--- src/design/dso_pkg.sv ---
/*
 * Shared constants of the drive status output block: register map,
 * field positions, reset values and terminal numbering.
 * Assumes a 32-bit Avalon-MM slave port addressed in bytes.
 */
package dso_pkg;

    localparam int unsigned ADDR_W   = 5;
    localparam int unsigned DATA_W   = 32;
    localparam int unsigned THR_W    = 14;
    localparam int unsigned SPEED_W  = 16;
    localparam int unsigned CODE_W   = 3;
    localparam int unsigned ASSIGN_W = 2;
    localparam int unsigned TERM_N   = 3;

    ////////////////////////////////////////////////////////////////////////
    // Register byte addresses
    localparam logic [ADDR_W-1:0] CONFIG_OFS = 5'h00;
    localparam logic [ADDR_W-1:0] THRESH_OFS = 5'h04;
    localparam logic [ADDR_W-1:0] ASSIGN_OFS = 5'h08;
    localparam logic [ADDR_W-1:0] STATUS_OFS = 5'h0C;

    ////////////////////////////////////////////////////////////////////////
    // CONFIG fields
    localparam int unsigned CFG_SEL_BIT    = 0;
    localparam int unsigned CFG_ABS_BIT    = 1;
    localparam int unsigned CFG_NOHALL_BIT = 2;
    localparam int unsigned CFG_APPLY_BIT  = 7;
    localparam int unsigned CFG_SEL_ACT    = 8;

    // ASSIGN fields: 0 means unassigned, 1..3 select a terminal
    localparam int unsigned ASG_WARN_LSB   = 0;
    localparam int unsigned ASG_MOTION_LSB = 4;
    localparam int unsigned ASG_READY_LSB  = 8;

    // STATUS fields
    localparam int unsigned ST_FAULT_BIT   = 0;
    localparam int unsigned ST_SCALE_BIT   = 1;
    localparam int unsigned ST_HARDWIRED_BLOCKING_BIT    = 2;
    localparam int unsigned ST_READY_BIT   = 3;
    localparam int unsigned ST_MOTION_BIT  = 4;
    localparam int unsigned ST_WARN_BIT    = 5;
    localparam int unsigned ST_FIRST_BIT   = 6;
    localparam int unsigned ST_CODE_LSB    = 8;

    ////////////////////////////////////////////////////////////////////////
    // Reset values and limits
    localparam logic [THR_W-1:0]    THRESH_RST    = 14'h0014;
    localparam logic [THR_W-1:0]    THRESH_MIN    = 14'h0001;
    localparam logic [THR_W-1:0]    THRESH_MAX    = 14'h2710;
    localparam logic [ASSIGN_W-1:0] WARN_ASG_RST  = 2'h0;
    localparam logic [ASSIGN_W-1:0] MOTION_ASG_RST = 2'h1;
    localparam logic [ASSIGN_W-1:0] READY_ASG_RST = 2'h2;
    localparam logic [CODE_W-1:0]   CODE_NONE     = 3'h0;
    localparam logic [DATA_W-1:0]   RDATA_NONE    = 32'h0000_0000;

endpackage

--- src/design/dso_sync.sv ---
/*
 * Two-flop synchroniser for a group of asynchronous pin inputs.
 * Assumes pins change slowly against clk_i.
 */
`timescale 1ns/10ps

module dso_sync #(
    parameter int unsigned WIDTH = 1,
    parameter logic [WIDTH-1:0] RST_VAL = '0
) (
    input  wire logic             clk_i,
    input  wire logic             sys_rst_i,
    input  wire logic [WIDTH-1:0] async_i,
    output logic      [WIDTH-1:0] sync_o
);

    typedef struct packed {
        logic [WIDTH-1:0] meta;
        logic [WIDTH-1:0] stable;
    } dso_sync_t;

    dso_sync_t s_q;
    dso_sync_t s_d;

    // First stage feeds only the second stage
    always_comb begin
        s_d        = s_q;
        s_d.meta   = async_i;
        s_d.stable = s_q.meta;
    end

    always_ff @(posedge clk_i or posedge sys_rst_i) begin
        if (sys_rst_i) begin
            s_q <= {RST_VAL, RST_VAL};
        end else begin
            s_q <= s_d;
        end
    end

    assign sync_o = s_q.stable;

endmodule

--- src/design/dso_pin_router.sv ---
/*
 * Routes warning, motion and ready levels onto output terminals
 * per the assignment fields; registered.
 * Assumes assignments come from same-domain registers.
 */
`timescale 1ns/10ps

module dso_pin_router
    import dso_pkg::*;
(
    input  wire logic                clk_i,
    input  wire logic                sys_rst_i,
    input  wire logic                warn_i,
    input  wire logic                motion_i,
    input  wire logic                ready_i,
    input  wire logic [ASSIGN_W-1:0] warn_asg_i,
    input  wire logic [ASSIGN_W-1:0] motion_asg_i,
    input  wire logic [ASSIGN_W-1:0] ready_asg_i,
    output logic      [TERM_N-1:0]   term_o
);

    typedef struct packed {
        logic [TERM_N-1:0] term;
    } dso_route_t;

    dso_route_t r_q;
    dso_route_t r_d;

    // Two signals on one terminal are ORed; software should avoid it
    always_comb begin
        r_d = r_q;
        for (int k = 0; k < TERM_N; k++) begin
            r_d.term[k] = (warn_i   && (warn_asg_i   == ASSIGN_W'(k + 1))) ||
                          (motion_i && (motion_asg_i == ASSIGN_W'(k + 1))) ||
                          (ready_i  && (ready_asg_i  == ASSIGN_W'(k + 1)));
        end
    end

    always_ff @(posedge clk_i or posedge sys_rst_i) begin
        if (sys_rst_i) begin
            r_q <= '0;
        end else begin
            r_q <= r_d;
        end
    end

    assign term_o = r_q.term;

endmodule

--- src/design/dso_status_top.sv ---
/*
 * Drive status outputs: fault latch and fault code pins, warning,
 * motion detect and ready outputs, with an Avalon-MM register slave.
 * Assumes drive-internal events arrive on clk_i; pins are asynchronous.
 */
// Register access over Avalon-MM and the address map are this design's own decisions.
`timescale 1ns/10ps

module dso_status_top
    import dso_pkg::*;
(
    input  wire logic               clk_i,
    input  wire logic               sys_rst_i,
    // Avalon-MM slave
    input  wire logic [ADDR_W-1:0]  avs_address_i,
    input  wire logic               avs_read_i,
    input  wire logic               avs_write_i,
    input  wire logic [DATA_W-1:0]  avs_writedata_i,
    output logic      [DATA_W-1:0]  avs_readdata_o,
    output logic                    avs_waitrequest_o,
    // Drive-internal sources, same clock
    input  wire logic               fault_event_i,
    input  wire logic [CODE_W-1:0]  fault_type_i,
    input  wire logic               fault_is_scale_i,
    input  wire logic               warning_i,
    input  wire logic [CODE_W-1:0]  warning_type_i,
    input  wire logic [SPEED_W-1:0] motor_speed_i,
    input  wire logic               handheld_reset_i,
    input  wire logic               drive_enable_command_i,
    input  wire logic               polarity_done_i,
    input  wire logic               abs_transfer_done_i,
    // Pins, asynchronous
    input  wire logic               fault_clear_in_i,
    input  wire logic               panel_up_key_i,
    input  wire logic               panel_down_key_i,
    input  wire logic               main_power_on_i,
    input  wire logic               safe_stop_in_a_i,
    input  wire logic               safe_stop_in_b_i,
    input  wire logic               absolute_data_request_i,
    // Status pins, 1 = closed
    output logic                    fault_status_out_o,
    output logic                    fault_code_bit0_o,
    output logic                    fault_code_bit1_o,
    output logic                    fault_code_bit2_o,
    output logic      [TERM_N-1:0]  out_terminal_o,
    output logic                    polarity_start_o
);

    typedef struct packed {
        logic                bus_wait;
        logic [DATA_W-1:0]   rdata;
        logic                sel_pend;
        logic                sel_act;
        logic                abs_mode;
        logic                no_hall;
        logic [THR_W-1:0]    thresh;
        logic [ASSIGN_W-1:0] warn_asg;
        logic [ASSIGN_W-1:0] motion_asg;
        logic [ASSIGN_W-1:0] ready_asg;
        logic                fault;
        logic                scale_fault;
        logic [CODE_W-1:0]   fault_type;
        logic                clr_prev;
        logic                keys_prev;
        logic                enable_prev;
        logic                first_seen;
        logic                pol_start;
        logic                alm_out;
        logic [CODE_W-1:0]   code_out;
        logic                warn_lvl;
        logic                motion_lvl;
        logic                ready_lvl;
        logic                hardwired_blocking;
    } dso_state_t;

    localparam int unsigned PIN_N = 7;

    dso_state_t         s_q;
    dso_state_t         s_d;
    logic [PIN_N-1:0]   pins_raw;
    logic [PIN_N-1:0]   pins_s;
    logic               clr_s;
    logic               up_s;
    logic               down_s;
    logic               power_s;
    logic               stop_a_s;
    logic               stop_b_s;
    logic               sen_s;

    function automatic logic rise(input logic prev, input logic cur);
        return cur && !prev;
    endfunction

    ////////////////////////////////////////////////////////////////////////
    // Pin synchronisers; safety stops reset to OFF so blocking holds early

    assign pins_raw = {fault_clear_in_i, panel_up_key_i, panel_down_key_i,
                       main_power_on_i, safe_stop_in_a_i, safe_stop_in_b_i,
                       absolute_data_request_i};

    dso_sync #(
        .WIDTH   (PIN_N),
        .RST_VAL ('0)
    ) u_sync (
        .clk_i     (clk_i),
        .sys_rst_i (sys_rst_i),
        .async_i   (pins_raw),
        .sync_o    (pins_s)
    );

    assign {clr_s, up_s, down_s, power_s, stop_a_s, stop_b_s, sen_s} = pins_s;

    ////////////////////////////////////////////////////////////////////////
    // Next state

    always_comb begin
        logic               clr_req;
        logic               keys;
        logic               pol_ok;
        logic               abs_ok;
        logic [DATA_W-1:0]  rd;
        logic               take;
        logic [THR_W-1:0]   wthr;

        s_d     = s_q;
        keys    = up_s && down_s;
        clr_req = rise(s_q.clr_prev, clr_s) ||
                  rise(s_q.keys_prev, keys) ||
                  handheld_reset_i;
        take    = (avs_read_i || avs_write_i) && !s_q.bus_wait;
        wthr    = avs_writedata_i[THR_W-1:0];
        rd      = RDATA_NONE;

        // One wait cycle, then the request is taken
        if ((avs_read_i || avs_write_i) && s_q.bus_wait) begin
            s_d.bus_wait = 1'b0;
        end else begin
            s_d.bus_wait = 1'b1;
        end

        unique case (avs_address_i)
            CONFIG_OFS: begin
                rd[CFG_SEL_BIT]    = s_q.sel_pend;
                rd[CFG_ABS_BIT]    = s_q.abs_mode;
                rd[CFG_NOHALL_BIT] = s_q.no_hall;
                rd[CFG_SEL_ACT]    = s_q.sel_act;
            end
            THRESH_OFS: rd[THR_W-1:0] = s_q.thresh;
            ASSIGN_OFS: begin
                rd[ASG_WARN_LSB +: ASSIGN_W]   = s_q.warn_asg;
                rd[ASG_MOTION_LSB +: ASSIGN_W] = s_q.motion_asg;
                rd[ASG_READY_LSB +: ASSIGN_W]  = s_q.ready_asg;
            end
            STATUS_OFS: begin
                rd[ST_FAULT_BIT]             = s_q.fault;
                rd[ST_SCALE_BIT]             = s_q.scale_fault;
                rd[ST_HARDWIRED_BLOCKING_BIT]              = s_q.hardwired_blocking;
                rd[ST_READY_BIT]             = s_q.ready_lvl;
                rd[ST_MOTION_BIT]            = s_q.motion_lvl;
                rd[ST_WARN_BIT]              = s_q.warn_lvl;
                rd[ST_FIRST_BIT]             = s_q.first_seen;
                rd[ST_CODE_LSB +: CODE_W]    = s_q.fault_type;
            end
            default: rd = RDATA_NONE;
        endcase
        if (avs_read_i && s_q.bus_wait) begin
            s_d.rdata = rd;
        end

        if (take && avs_write_i) begin
            unique case (avs_address_i)
                CONFIG_OFS: begin
                    s_d.sel_pend = avs_writedata_i[CFG_SEL_BIT];
                    s_d.abs_mode = avs_writedata_i[CFG_ABS_BIT];
                    s_d.no_hall  = avs_writedata_i[CFG_NOHALL_BIT];
                    // Soft restart applies the written select
                    if (avs_writedata_i[CFG_APPLY_BIT]) begin
                        s_d.sel_act = avs_writedata_i[CFG_SEL_BIT];
                    end
                end
                THRESH_OFS: begin
                    // Out-of-range writes keep the old value
                    if (wthr >= THRESH_MIN && wthr <= THRESH_MAX &&
                        avs_writedata_i[DATA_W-1:THR_W] == '0) begin
                        s_d.thresh = wthr;
                    end
                end
                ASSIGN_OFS: begin
                    s_d.warn_asg   = avs_writedata_i[ASG_WARN_LSB +: ASSIGN_W];
                    s_d.motion_asg = avs_writedata_i[ASG_MOTION_LSB +: ASSIGN_W];
                    s_d.ready_asg  = avs_writedata_i[ASG_READY_LSB +: ASSIGN_W];
                end
                default: begin
                end
            endcase
        end

        ////////////////////////////////////////////////////////////////////
        // Fault latch: a new fault in the clear cycle stays latched
        s_d.clr_prev  = clr_s;
        s_d.keys_prev = keys;
        if (clr_req && !s_q.scale_fault) begin
            s_d.fault = 1'b0;
        end
        if (fault_event_i) begin
            s_d.fault       = 1'b1;
            s_d.fault_type  = fault_type_i;
            s_d.scale_fault = s_q.scale_fault || fault_is_scale_i;
        end

        s_d.alm_out = !s_d.fault;
        if (s_d.fault) begin
            s_d.code_out = s_d.fault_type;
        end else if (s_q.sel_act && warning_i) begin
            s_d.code_out = warning_type_i;
        end else begin
            s_d.code_out = CODE_NONE;
        end

        s_d.warn_lvl   = warning_i;
        s_d.motion_lvl = motor_speed_i >= SPEED_W'(s_q.thresh);
        s_d.hardwired_blocking       = !stop_a_s || !stop_b_s;

        ////////////////////////////////////////////////////////////////////
        // First enable starts polarity detection
        s_d.enable_prev = drive_enable_command_i;
        s_d.pol_start   = 1'b0;
        if (rise(s_q.enable_prev, drive_enable_command_i) && !s_q.first_seen) begin
            s_d.first_seen = 1'b1;
            s_d.pol_start  = s_q.no_hall;
        end
        pol_ok = !s_q.no_hall || polarity_done_i || !s_q.first_seen;
        abs_ok = !s_q.abs_mode || (sen_s && abs_transfer_done_i);

        s_d.ready_lvl = power_s && !s_d.hardwired_blocking && !s_d.fault &&
                        abs_ok && pol_ok;
    end

    ////////////////////////////////////////////////////////////////////////
    // State register

    always_ff @(posedge clk_i or posedge sys_rst_i) begin
        if (sys_rst_i) begin
            s_q            <= '0;
            s_q.bus_wait   <= 1'b1;
            s_q.thresh     <= THRESH_RST;
            s_q.warn_asg   <= WARN_ASG_RST;
            s_q.motion_asg <= MOTION_ASG_RST;
            s_q.ready_asg  <= READY_ASG_RST;
            s_q.hardwired_blocking       <= 1'b1;
        end else begin
            s_q <= s_d;
        end
    end

    ////////////////////////////////////////////////////////////////////////
    // Terminal routing

    dso_pin_router u_router (
        .clk_i        (clk_i),
        .sys_rst_i    (sys_rst_i),
        .warn_i       (s_q.warn_lvl),
        .motion_i     (s_q.motion_lvl),
        .ready_i      (s_q.ready_lvl),
        .warn_asg_i   (s_q.warn_asg),
        .motion_asg_i (s_q.motion_asg),
        .ready_asg_i  (s_q.ready_asg),
        .term_o       (out_terminal_o)
    );

    assign avs_readdata_o     = s_q.rdata;
    assign avs_waitrequest_o  = s_q.bus_wait;
    assign fault_status_out_o = s_q.alm_out;
    assign fault_code_bit0_o  = s_q.code_out[0];
    assign fault_code_bit1_o  = s_q.code_out[1];
    assign fault_code_bit2_o  = s_q.code_out[2];
    assign polarity_start_o   = s_q.pol_start;

endmodule

--- config.mk ---
export PLATFORM = sky130hd
export DESIGN_NAME = dso_status_top
export DESIGN_NICKNAME = d
export VERILOG_FILES = /design/src/design/dso_pkg.sv /design/src/design/dso_sync.sv /design/src/design/dso_pin_router.sv /design/src/design/dso_status_top.sv
export SDC_FILE = /design/constraint.sdc
export NUM_CORES = 1
export LEC_CHECK = 0
export BUFFER_PORTS_ARGS = -buffer_cell sky130_fd_sc_hd__buf_2
export CAP_MARGIN = 20
export CORE_MARGIN = 5
export CORE_UTILIZATION = 55
export CTS_BUF_LIST = sky130_fd_sc_hd__clkbuf_8
export DETAILED_ROUTE_END_ITERATION = 6
export MAX_ROUTING_LAYER = met4
export PLACE_DENSITY_LB_ADDON = 0.12
export SYNTH_ARGS = -nofsm -noshare
export SYNTH_HDL_FRONTEND = slang
export SYNTH_SLANG_ARGS = --single-unit
export TNS_END_PERCENT = 5
--- constraint.sdc ---
create_clock -name clk_i -period 4.38 [get_ports clk_i]
set_input_delay 0 -clock clk_i [delete_from_list [all_inputs] [get_ports clk_i]]
set_output_delay 0 -clock clk_i [all_outputs]
set_load 0.05 [all_outputs]
Word-level counts from Yosys, hierarchy flattened
Cells that the tools add are included.
Word-level totals
  bits in registers: 74
  input port bits: 77
  output and inout bits: 41
  word-level logic and storage cells: 117
Cells by class
  $lt $le $gt $ge: 3
  eq/ne operators: 12
  multiplexer cells: 16
  reductions and logical operators: 59
Operators with widths (count)
  1-bit logical AND: 27
  18-bit zero test: 1
  16-bit by 14-bit greater-or-equal comparator with 1-bit output: 1
  14-bit by 1-bit greater-or-equal comparator with 1-bit output (second input constant): 1
  14-bit less-or-equal comparator (second input constant): 1
  1-bit logical OR: 14
  2-bit equality test (second input constant): 6
  1-bit zero test: 12
  5-bit by 4-bit equality test with 1-bit output (second input constant): 2
  3-bit two-way mux: 3
  2-bit one-hot mux with 4 select lines: 1
  2-bit by 1-bit equality test with 1-bit output (second input constant): 3
  1-bit one-hot mux with 2 select lines: 3
  1-bit one-hot mux with 3 select lines: 2
  2-bit one-hot mux with 3 select lines: 1
  3-bit AND reduction: 2
  5-bit by 3-bit equality test with 1-bit output (second input constant): 1
  5-bit zero test: 1
  5-bit two-way mux: 1
  1-bit two-way mux: 4
  1-bit one-hot mux with 4 select lines: 1
  2-bit AND reduction: 2

Longest topological paths before layout
Gate-level depths: netlist of run 1.
  word-level depth: 11
  mapped depth: 7
  mapped depth without buffers: 7

Hierarchy
Synthesis of run 1 repeated with hierarchy kept, for this count alone.
Second synthesis, totals
  cell total of the unflattened synthesis: 311
  area total of the unflattened synthesis: 3567.2 um2
By module, submodules not included
  dso_status_top: times used 1, cells an instance 280, area each 3052.9 um2, sequential area each 1433.9 um2
  dso_sync: times used 1, cells an instance 15, area each 354.1 um2, sequential area each 350.3 um2
  dso_pin_router: times used 1, cells an instance 16, area each 160.2 um2, sequential area each 75.1 um2

Worst setup path before layout of run 1
No wires, ideal clock.
  path kind: flip-flop to flip-flop
  from: reg s_q, in the netlist avs_waitrequest_o
  to: reg s_q[24] (netlist name)
  library setup time: 125 ps
  data arrival time: 1621 ps
  required time: 4255 ps
  slack: 2634 ps
  stages on the path, launching flop included: 7
  path buffers: 1
  period minus slack after synthesis: 1746 ps
  cells stage by stage: dfstp_2 nor4b_1 nand2_1 nor4_2 nand2_2 buf_6 mux2_4
Between the ends
  word-level cells in the longest chain between the ends: 4
RTL lines
  from (decl): line dso_status_top.sv:78  | dso_state_t s_q;
  1-bit zero test: line dso_status_top.sv:130  | take = (avs_read_i || avs_write_i) && !s_q.bus_wait;
  1-bit logical AND: line dso_status_top.sv:130
  1-bit logical AND: line dso_status_top.sv:170  | if (take && avs_write_i) begin
  3-bit AND reduction (no source line)
No other way between the ends.
A chain may end at the register's enable or synchronous reset.

Final worst setup path of run 1
  from: in avs_writedata_i[1]
  to: reg s_q[27] (netlist name)
Between the ends
  word-level cells in the longest chain between the ends: 4
  elaborated cells on any way between the ends: 5
  classes of those cells: order compare (2); reduce/logical (3)
RTL lines
  from (decl): line dso_status_top.sv:18  | input wire logic [DATA_W-1:0] avs_writedata_i,
  14-bit by 1-bit greater-or-equal comparator with 1-bit output or 14-bit less-or-equal comparator (tied branches): line dso_status_top.sv:183  | if (wthr >= THRESH_MIN && wthr <= THRESH_MAX &&
  1-bit logical AND * (2 in a row): line dso_status_top.sv:183
  3-bit AND reduction (no source line) *
Every way passes the cells marked *; elsewhere a longest branch is shown, timed or not.

==> results of run 1 <==
-- cell type report --
class	count	share of cell area [%]
inverter	18	1.504
timing repair buffer	133	18.55
clock buffer	10	3.063
sequential	74	41.38
tap	77	2.144
clock inverter	5	1.754
multi-input combinational	186	31.61
-- cell usage after synthesis, types with 4 or more instances --
cell,count,share of area [%]
nand2_1,28,3.0
a21oi_1,5,0.70
nor4_1,5,0.88
dfstp_2,6,4.4
a22oi_1,4,0.85
inv_1,18,1.9
dfrtp_1,68,48
ha_1,14,4.9
nor2_1,4,0.42
o31ai_1,5,1.1
mux2_4,9,3.8
a21o_1,9,1.9
mux2_2,19,6.0
o21ai_0,14,2.0
buf_4,32,6.8
nand3_1,9,1.3
-- cells by family after synthesis --
family	Yosys count
compound gates	46
fa+ha+maj	14
buf+inv	55
flops	74
mux	35
other cells	1
simple gates	73
-- timing repair --
| item | 4_1_cts | 5_1_grt |
|---|---|---|
| gates resized for setup | 0 | 0 |
| hold endpoints to repair | 109 | 0 |
| hold buffers | 33 | 0 |
-- power by group --
group	leakage [nW]	switching [mW]	total, mW	internal, mW
registers	0.927	0.0235	0.745	0.721
clock network	0.112	0.243	0.575	0.332
logic	1.21	0.149	0.243	0.0939
total	2.25	0.415	1.56	1.15
-- layer usage --
layer  wire, um  part of all wire (%)  up-vias  GRT usage [%]
met3        513                   6.3       15          5.833
met1       3351                    41     1292          25.98
met4        124                   1.5        0          7.196
met5          0                     0        -              -
met2       4210                    51       89          35.67
li1           -                     -     1247              -
-- sequential cells by signal, summed over array words and instances (netlist names) --
| register | count |
|---|---|
| fault_code_bit0_o | 1 |
| u_sync.s_d | 7 |
| fault_code_bit1_o | 1 |
| avs_readdata_o | 14 |
| polarity_start_o | 1 |
| u_sync.sync_o | 7 |
| fault_status_out_o | 1 |
| s_q | 37 |
| fault_code_bit2_o | 1 |
| u_router.term_o | 3 |
| avs_waitrequest_o | 1 |
-- final timing paths --
kind | start | end | slack (ps) | depth (start not counted)
max in group asynchronous | sys_rst_i | s_q[31] | 3300 | 4
min in group asynchronous | sys_rst_i | fault_code_bit1_o | 490 | 4
min reg2reg | u_sync.s_d[6] | u_sync.sync_o[6] | 350 | 0
max | avs_writedata_i[1] | s_q[27] | 2380 | 7
max reg2reg | avs_waitrequest_o | s_q[27] | 2410 | 5
min | abs_transfer_done_i | s_q[1] | 20 | 4
-- stage by stage --
stage	hold WS, ps	util [%]
after floorplan	31.43	-
after global placement	107.5	62.51
after detailed placement	109.7	62.51
after CTS	0.2781	71.17
after global routing	14.47	71.17
final	18.05	71.17
-- worst min-delay path: cells and delay by family --
kind	cells	cell delay (ps)
compound gates	2	170
buf+inv	1	100
simple gates	1	50
==> impl_metrics.csv, run 1 <==
group,metric,value,unit
global_route,grt_pass1_wl,13840,um
detailed_routing,drt-total-wl,8200,um
worst_setup_path,max_stage_delay,530,ps
clocking,clk_latency,340,ps
detailed_routing,ant_nets,0,
layout,fin_area,0.004493,sq mm
global_route,overflow,0,
pwr,peakVddDrop,252.7,uV
synth,synth_edf_count,0,
timing,finClkSkew,3.699,ps
timing,fmax,500.2,MHz
synth,synth_adder_area_share,4.933,%
floorplanning,fp-row-count,29,
worst_setup_path,critPathRequiredTime,4610,ps
layout,area.growth.synth_to_final,26.53,%
worst_setup_path,critPathTopFamily,"simple AND/OR/NAND/NOR gates",
placement,place_ws,2471,ps
placement,portBuffers,99,
layout,final_common_cell,"buf_2",
synth,synth-xor-area-share,0,%
synth,synth_cell_types,45,
synth,yosys_most_used_dff,"dfrtp_1",
floorplanning,die_h,90.35,um
layout,final_cell_mix,"buf_2, dfrtp_1, dlygate4sd3_1",
synth,synthMuxAreaShare,12.90,%
synth,synthSimpleGateAreaFrac,11.38,%
floorplanning,core,0.006314,sq mm
pwr,powerDensity,347.7,mW/mm^2
layout,nets,513,
global_route,grt_max_degree,75,
floorplanning,start_util,56.24,%
placement,place_congestion,0.8615,
layout,diodes,0,
status,status,"finished clean",
synth,ys_seq_elements,74,
clocking,ctsHtreeMaxLevel,3,
synth,ys_seq_area_share,52.36,%
timing,period_share,45.65,%
synth,synth_area,0.003551,sq mm
floorplanning,ios,118,
floorplanning,fp.dieW,90.35,um
placement,dp_cells,455,
detailed_routing,vias,2643,
synth,ys_async_sr_fraction,100.0,%
worst_setup_path,cp_max_fo,14,
min_path,holdCritPathClass,"primary input to flip-flop",
clocking,numCtsBuffers,9,
timing,slew_headroom,39.35,%
synth,ys_warn_count,0,
detailed_routing,drt-wirelength-per-cell,16.30,um
floorplanning,dieArea,0.008163,sq mm
worst_setup_path,endpoint_kind,"flip-flop",
synth,synthCells,298,
timing,setup_slack,2381,ps
placement,dpl_cell_area,0.003946,sq mm
worst_setup_path,path_cells,"dlygate4sd3_1, buf_2, nor4_2, nor3b_1, o41ai_2, nand2_2, mux2_1",
synth,postSynthAreaPerCell,11.92,sq um
clocking,postCtsSetupBuffers,0,
placement,place_hpwl,6081,um
worst_setup_path,startpoint_type,"primary input",
clocking,cts_sinks,74,
layout,multi_input_area,0.001420,sq mm
global_route,antenna_found_initial,0,
timing,tightest_slew,909.7,ps
timing,rsz0062_at_grt,"false",
worst_setup_path,cp.arrival,2220,ps
detailed_routing,detail_route.first_pass.iterations,4,
clocking,root_buffer,"clkbuf_8",
worst_setup_path,critPathKind,"primary input to flip-flop",
layout,seq_area,0.001859,sq mm
layout,fin_cells,503,
worst_setup_path,timing.critical_path.buf_inv,2,
detailed_routing,drt-initial-drc-count,136,
timing,slew_viol_final,0,
clocking,clockBufferDepth,2,
timing,setup_viol,0,
pwr,power,1.562,mW
layout,final_layout_size_suffix_gt1_share,37.32,%
global_route,track_usage,21.71,%
clocking,cts_tree,"done",
timing,finalSetupTns,0,ps
pwr,leakage,2.247,nW
clocking,path_clk_slew,70,ps
synth,synth_top_family_by_area,"multiplexers",
detailed_routing,drc_errors,0,
timing,finalHoldViolations,0,
detailed_routing,via_per_inst,5.254,
job,cap_violations,0,
global_route,first_global_vias,2858,
synth,synth-compound-area-share,8.879,%
layout,fillers,490,
timing,fin_crit,1999,ps
worst_setup_path,slowest_stage,"dlygate4sd3_1",
Note: power is estimated with default switching activity, not from simulation.
==> inputs of run 2 (changes only) <==
- ABC_AREA: unset -> 1
- CORE_UTILIZATION: 55 -> 53
- clock period: 4.38 -> 1.93 ns (I/O delays scaled with it)
==> run 2 against run 1 <==
  * First-iteration DRC count increased by 43%
  * Non-clock buffer count is 10 higher
  * Sequential share of layout area down 2.8 points
  * Synthesized cell count rose by 51%
  * Clock-buffer cell count shrank 1
  * Clock power grew 120%
  * Critical endpoint is now s_q[13]
  * Largest cell class unchanged
  * Highest routed layer unchanged
==> impl_metrics.csv, run 2 <==
group,metric,value,unit
detailed_routing,ant_nets,0,
synth,yosys_most_used_dff,"dfrtp_1",
placement,place_hpwl,6964,um
global_route,grt_pass1_wl,15460,um
global_route,overflow,0,
worst_setup_path,critPathKind,"primary input to flip-flop",
synth,ys_warn_count,0,
layout,largest_reg_flops,37,
worst_setup_path,critPathRequiredTime,2170,ps
placement,portBuffers,99,
synth,postSynthAreaPerCell,8.371,sq um
layout,final_cell_mix,"nand2_1, buf_2, dfrtp_1",
worst_setup_path,cp_max_fo,2,
timing,setup_slack,258.0,ps
floorplanning,ios,118,
layout,fin_util,70.51,%
detailed_routing,drt-initial-drc-count,194,
worst_setup_path,slowest_stage,"dlygate4sd3_1",
detailed_routing,via_per_inst,4.884,
floorplanning,core,0.006832,sq mm
floorplanning,dieArea,0.008876,sq mm
clocking,cts_tree,"done",
clocking,cts_sinks,74,
clocking,root_buffer,"clkbuf_8",
layout,diodes,0,
timing,tightest_slew,507.2,ps
detailed_routing,drt-total-wl,9460,um
synth,ys_seq_area_share,49.47,%
pwr,leakage,2.515,nW
layout,area.growth.synth_to_final,28.16,%
worst_setup_path,path_cells,"dlygate4sd3_1, buf_2, nand2_1, dlygate4sd3_1, o21ai_0, dlygate4sd3_1",
detailed_routing,drc_errors,0,
synth,synth_top_area_cell,"dfrtp_1",
worst_setup_path,critPathMostFrequentCell,"dlygate4sd3_1",
worst_setup_path,startpoint_type,"primary input",
worst_setup_path,timing.critical_path.buf_inv,4,
timing,finClkSkew,6.657,ps
layout,top_register,"s_q",
global_route,grt_max_degree,75,
synth,synth_cell_types,32,
layout,nets,672,
synth,ys_seq_elements,74,
global_route,antenna_found_initial,0,
synth,ys_async_sr_fraction,100.0,%
clocking,numCtsBuffers,9,
detailed_routing,vias,3331,
floorplanning,fp.dieW,94.21,um
floorplanning,die_h,94.21,um
timing,period_share,86.63,%
timing,slew_headroom,66.09,%
detailed_routing,drt-wirelength-per-cell,13.87,um
synth,synth_area,0.003759,sq mm
status,status,"finished clean",
placement,place_congestion,0.8734,
synth,synthCells,449,
timing,finalSetupTns,0,ps
timing,setup_viol,0,
job,cap_violations,0,
worst_setup_path,cp.arrival,1910,ps
pwr,peakVddDrop,609.2,uV
clocking,ctsHtreeMaxLevel,3,
timing,slew_viol_final,0,
timing,rsz0062_at_grt,"false",
placement,place_ws,307.3,ps
global_route,first_global_vias,3330,
worst_setup_path,max_stage_delay,570,ps
clocking,path_clk_slew,80,ps
synth,synth_top_area_share,45.27,%
clocking,postCtsSetupBuffers,0,
floorplanning,fp-row-count,30,
synth,synth_edf_count,0,
clocking,clockBufferDepth,2,
synth,synth_most_common_cell,"nand2_1",
timing,fin_crit,1672,ps
timing,fmax,598.1,MHz
layout,final_common_cell,"nand2_1",
timing,finalHoldViolations,0,
worst_setup_path,critPathTopFamily,"buffers and inverters",
pwr,powerDensity,757.0,mW/mm^2
synth,yosys-top-cells-area,"dfrtp_1, nand2_1, buf_4",
layout,final_layout_size_suffix_gt1_share,23.04,%
synth,synthTopCellsByCount,"nand2_1, dfrtp_1, inv_1",
floorplanning,start_util,55.02,%
clocking,clk_latency,350,ps
global_route,track_usage,23.17,%
detailed_routing,detail_route.first_pass.iterations,4,
worst_setup_path,endpoint_kind,"flip-flop",
min_path,holdCritPathClass,"primary input to flip-flop",
==> run 2: area by class of cell <==
class                      instances  area (sq um)
clock buffer                       9         123.9
clock inverter                     7         83.83
fill                             589          2014
inverter                          60         225.2
multi-input combinational        293          1461
sequential                        74          1859
tap                               96         120.1
timing repair buffer             143         943.4
==> run 2: where the power goes <==
group / internal (mW) / leakage [nW] / switching (mW)
Combinational: 0.225 / 1.50 / 0.454
Sequential: 1.65 / 0.909 / 0.0521
Clock: 0.624 / 0.103 / 0.641
Total: 2.50 / 2.52 / 1.15
==> run 2: timing repair <==
item	4_1_cts	5_1_grt
resized for setup	0	1
hold endpoints to repair	113	0
hold buffers	42	0
endpoints found under the setup margin	0	5
==> run 2: tightest hold or removal path, cell delays in order <==
cell and delay (ps):
buf_2 130, inv_1 70, nand2_1 60, nand2_1 60
==> run 2: cells by family after synthesis <==
logic type               synth area share [%]
adder cells (fa/ha/maj)                 4.661
flip-flops                              49.47
AND/OR/NAND/NOR                         23.00
AO/OA/AOI/OAI                           9.355
buffers and inverters                   13.42
other                                 0.09977
==> run 2: metal layers <==
metal / vias up / wire, um / track usage (%)
li1: 1667 / - / -
met4: 0 / 203 / 8.303
met3: 20 / 674 / 4.167
met1: 1505 / 4158 / 30.02
met5: - / 0 / -
met2: 139 / 4423 / 36.64
==> run 2: per-stage QoR <==
step | hold slack [ps] | instances | cell area [sq um] | total power, mW
floorplan | 31.43 | 466 | 3822 | 2.188
global placement | 104.2 | 624 | 4187 | 2.326
detailed placement | 109.3 | 624 | 4187 | 2.338
CTS | 2.436 | 682 | 4815 | 3.664
global route | 59.89 | 682 | 4817 | 3.810
finish | 15.21 | 682 | 4817 | 3.646
==> run 2: path summary, 6_finish.rpt <==
check                      slack, ps           endpoint  depth (start not counted)         startpoint
max                              260            s_q[13]                          6    fault_type_i[0]
min                               20            s_q[14]                          4      fault_event_i
max reg2reg                      280            s_q[36]                          8  avs_waitrequest_o
min reg2reg                      350   u_sync.sync_o[3]                          0      u_sync.s_d[3]
max in group asynchronous       1320  avs_waitrequest_o                          4          sys_rst_i
min in group asynchronous        280   u_sync.sync_o[0]                          4          sys_rst_i
==> inputs of run 3 (changes only) <==
- CAP_MARGIN: 20 -> unset
- PLACE_DENSITY: unset -> 0.9
- PLACE_DENSITY_LB_ADDON: 0.12 -> unset
==> run 3 against run 2 <==
  * Worst hold slack improved by 63 ps
  * Sequential power barely moved
  * Largest cell class unchanged
  * Global-route usage rose by 2.9 points
  * Clock power rose by 9%
  * Critical endpoint is now s_q[40]
==> impl_metrics.csv, run 3 (synthesis results as in run 2) <==
group,metric,value,unit
status,status,"finished clean",
detailed_routing,ant_nets,0,
detailed_routing,vias,3693,
clocking,postCtsSetupBuffers,0,
global_route,antenna_found_initial,0,
clocking,numCtsBuffers,9,
layout,fillers,476,
timing,tightest_slew,560.7,ps
placement,dpl_cell_area,0.004187,sq mm
worst_setup_path,cp_max_fo,4,
pwr,powerDensity,781.9,mW/mm^2
placement,portBuffers,99,
global_route,overflow,0,
timing,rsz0062_at_grt,"false",
placement,place_hpwl,6950,um
worst_setup_path,max_stage_delay,560,ps
timing,finalHoldViolations,0,
floorplanning,die_h,94.21,um
job,cap_violations,0,
detailed_routing,detail_route.first_pass.iterations,6,
layout,fin_util,71.06,%
timing,slew_viol_final,0,
layout,diodes,0,
floorplanning,start_util,55.02,%
pwr,peakVddDrop,679.6,uV
layout,fin_area,0.004855,sq mm
layout,largest_reg_flops,37,
layout,final_common_cell,"nand2_1",
layout,nets,674,
global_route,track_usage,26.09,%
worst_setup_path,endpoint_kind,"flip-flop",
worst_setup_path,startpoint_type,"flip-flop",
clocking,ctsHtreeMaxLevel,3,
worst_setup_path,critPathTopFamily,"buffers and inverters",
floorplanning,ios,118,
worst_setup_path,cp.arrival,2090,ps
detailed_routing,drt-initial-drc-count,406,
clocking,clockBufferDepth,2,
global_route,grt_pass1_wl,17240,um
timing,fmax,543.5,MHz
timing,slew_headroom,62.14,%
timing,period_share,95.33,%
worst_setup_path,timing.critical_path.buf_inv,4,
clocking,cts_tree,"done",
worst_setup_path,slowest_stage,"dfstp_2",
worst_setup_path,r2r_cells,8,
timing,setup_viol,0,
detailed_routing,drt-total-wl,10870,um
layout,final_layout_size_suffix_gt1_share,22.96,%
clocking,clk_latency,360,ps
timing,fin_crit,1840,ps
worst_setup_path,path_depth,8,
clocking,root_buffer,"clkbuf_8",
clocking,cts_sinks,74,
worst_setup_path,path_cells,"inv_2, nand2_1, inv_1, nand4_1, inv_1, nand2_1, o21ai_0, dlygate4sd3_1",
pwr,leakage,2.535,nW
layout,top_register,"s_q",
min_path,holdCritPathClass,"primary input to flip-flop",
floorplanning,dieArea,0.008876,sq mm
detailed_routing,drc_errors,0,
clocking,path_clk_slew,90,ps
min_path,hold_path_depth,4,
detailed_routing,drt-wirelength-per-cell,15.90,um
layout,area.growth.synth_to_final,29.16,%
floorplanning,fp.dieW,94.21,um
detailed_routing,via_per_inst,5.399,
worst_setup_path,critPathRequiredTime,2180,ps
floorplanning,core,0.006832,sq mm
timing,finalSetupTns,0,ps
global_route,first_global_vias,3609,
worst_setup_path,critPathKind,"flip-flop to flip-flop",
global_route,grt_max_degree,75,
placement,place_congestion,0.9592,
layout,final_cell_mix,"nand2_1, buf_2, dfrtp_1",
timing,finClkSkew,11.09,ps
floorplanning,fp-row-count,30,
-- run 3: power breakdown --
| part | internal [mW] | total, mW | leakage, nW | switching (mW) |
|---|---|---|---|---|
| sequential | 1.65 | 1.72 | 0.909 | 0.0655 |
| clock | 0.741 | 1.37 | 0.112 | 0.629 |
| combinational | 0.230 | 0.710 | 1.51 | 0.480 |
| total | 2.62 | 3.80 | 2.54 | 1.17 |
-- run 3: per-layer routing --
metal	share of wire [%]	track usage, %	wire, um	vias up
met2	48	41.96	5249	279
li1	-	-	-	1667
met5	0	-	0	-
met1	37	31.34	4056	1686
met3	11	6.090	1158	61
met4	3.8	11.67	408	0
-- run 3: layout make-up --
| class | count | area, sq um | area share [%] |
|---|---|---|---|
| Sequential cell | 74 | 1859 | 38.30 |
| Multi-Input combinational cell | 293 | 1461 | 30.10 |
| Inverter | 60 | 225.2 | 4.639 |
| Clock inverter | 7 | 101.3 | 2.088 |
| Tap cell | 96 | 120.1 | 2.474 |
| Clock buffer | 9 | 123.9 | 2.552 |
| Timing Repair Buffer | 145 | 963.4 | 19.85 |
-- run 3: worst reg2reg max path: cells and delay by family, from the launching register on --
kind	cells	cell delay (ps)
buffers and inverters	4	790
AOI/OAI and AO/OA	1	60
and+or+nand+nor	3	320
DFF	1	560
-- run 3: final timing paths --
kind                                    from           endpoint  slack, ps
setup / recovery           avs_waitrequest_o            s_q[40]         90
hold / removal                 fault_event_i            s_q[14]         80
setup reg to reg           avs_waitrequest_o            s_q[40]         90
hold reg to reg                u_sync.s_d[3]   u_sync.sync_o[3]        350
max in group asynchronous          sys_rst_i  avs_waitrequest_o       1310
min in group asynchronous          sys_rst_i      u_sync.s_d[5]        270
-- run 3: repair_timing --
item,in CTS,in global routing
endpoints found under the hold margin,112,0
hold buffers,44,0
endpoints found under the setup margin,0,2
gates resized for setup,0,1
-- run 3: through the flow --
stage	worst slack [ps]	cells	total power, mW	hold slack, ps
4_1_cts	119.7	684	3.754	7.131
2_1_floorplan	58.31	466	2.188	31.43
6_report	90.17	684	3.796	78.40
3_5_place_dp	321.9	624	2.338	110.9
5_1_grt	38.46	684	3.922	109.3
3_3_place_gp	413.5	624	2.315	104.4
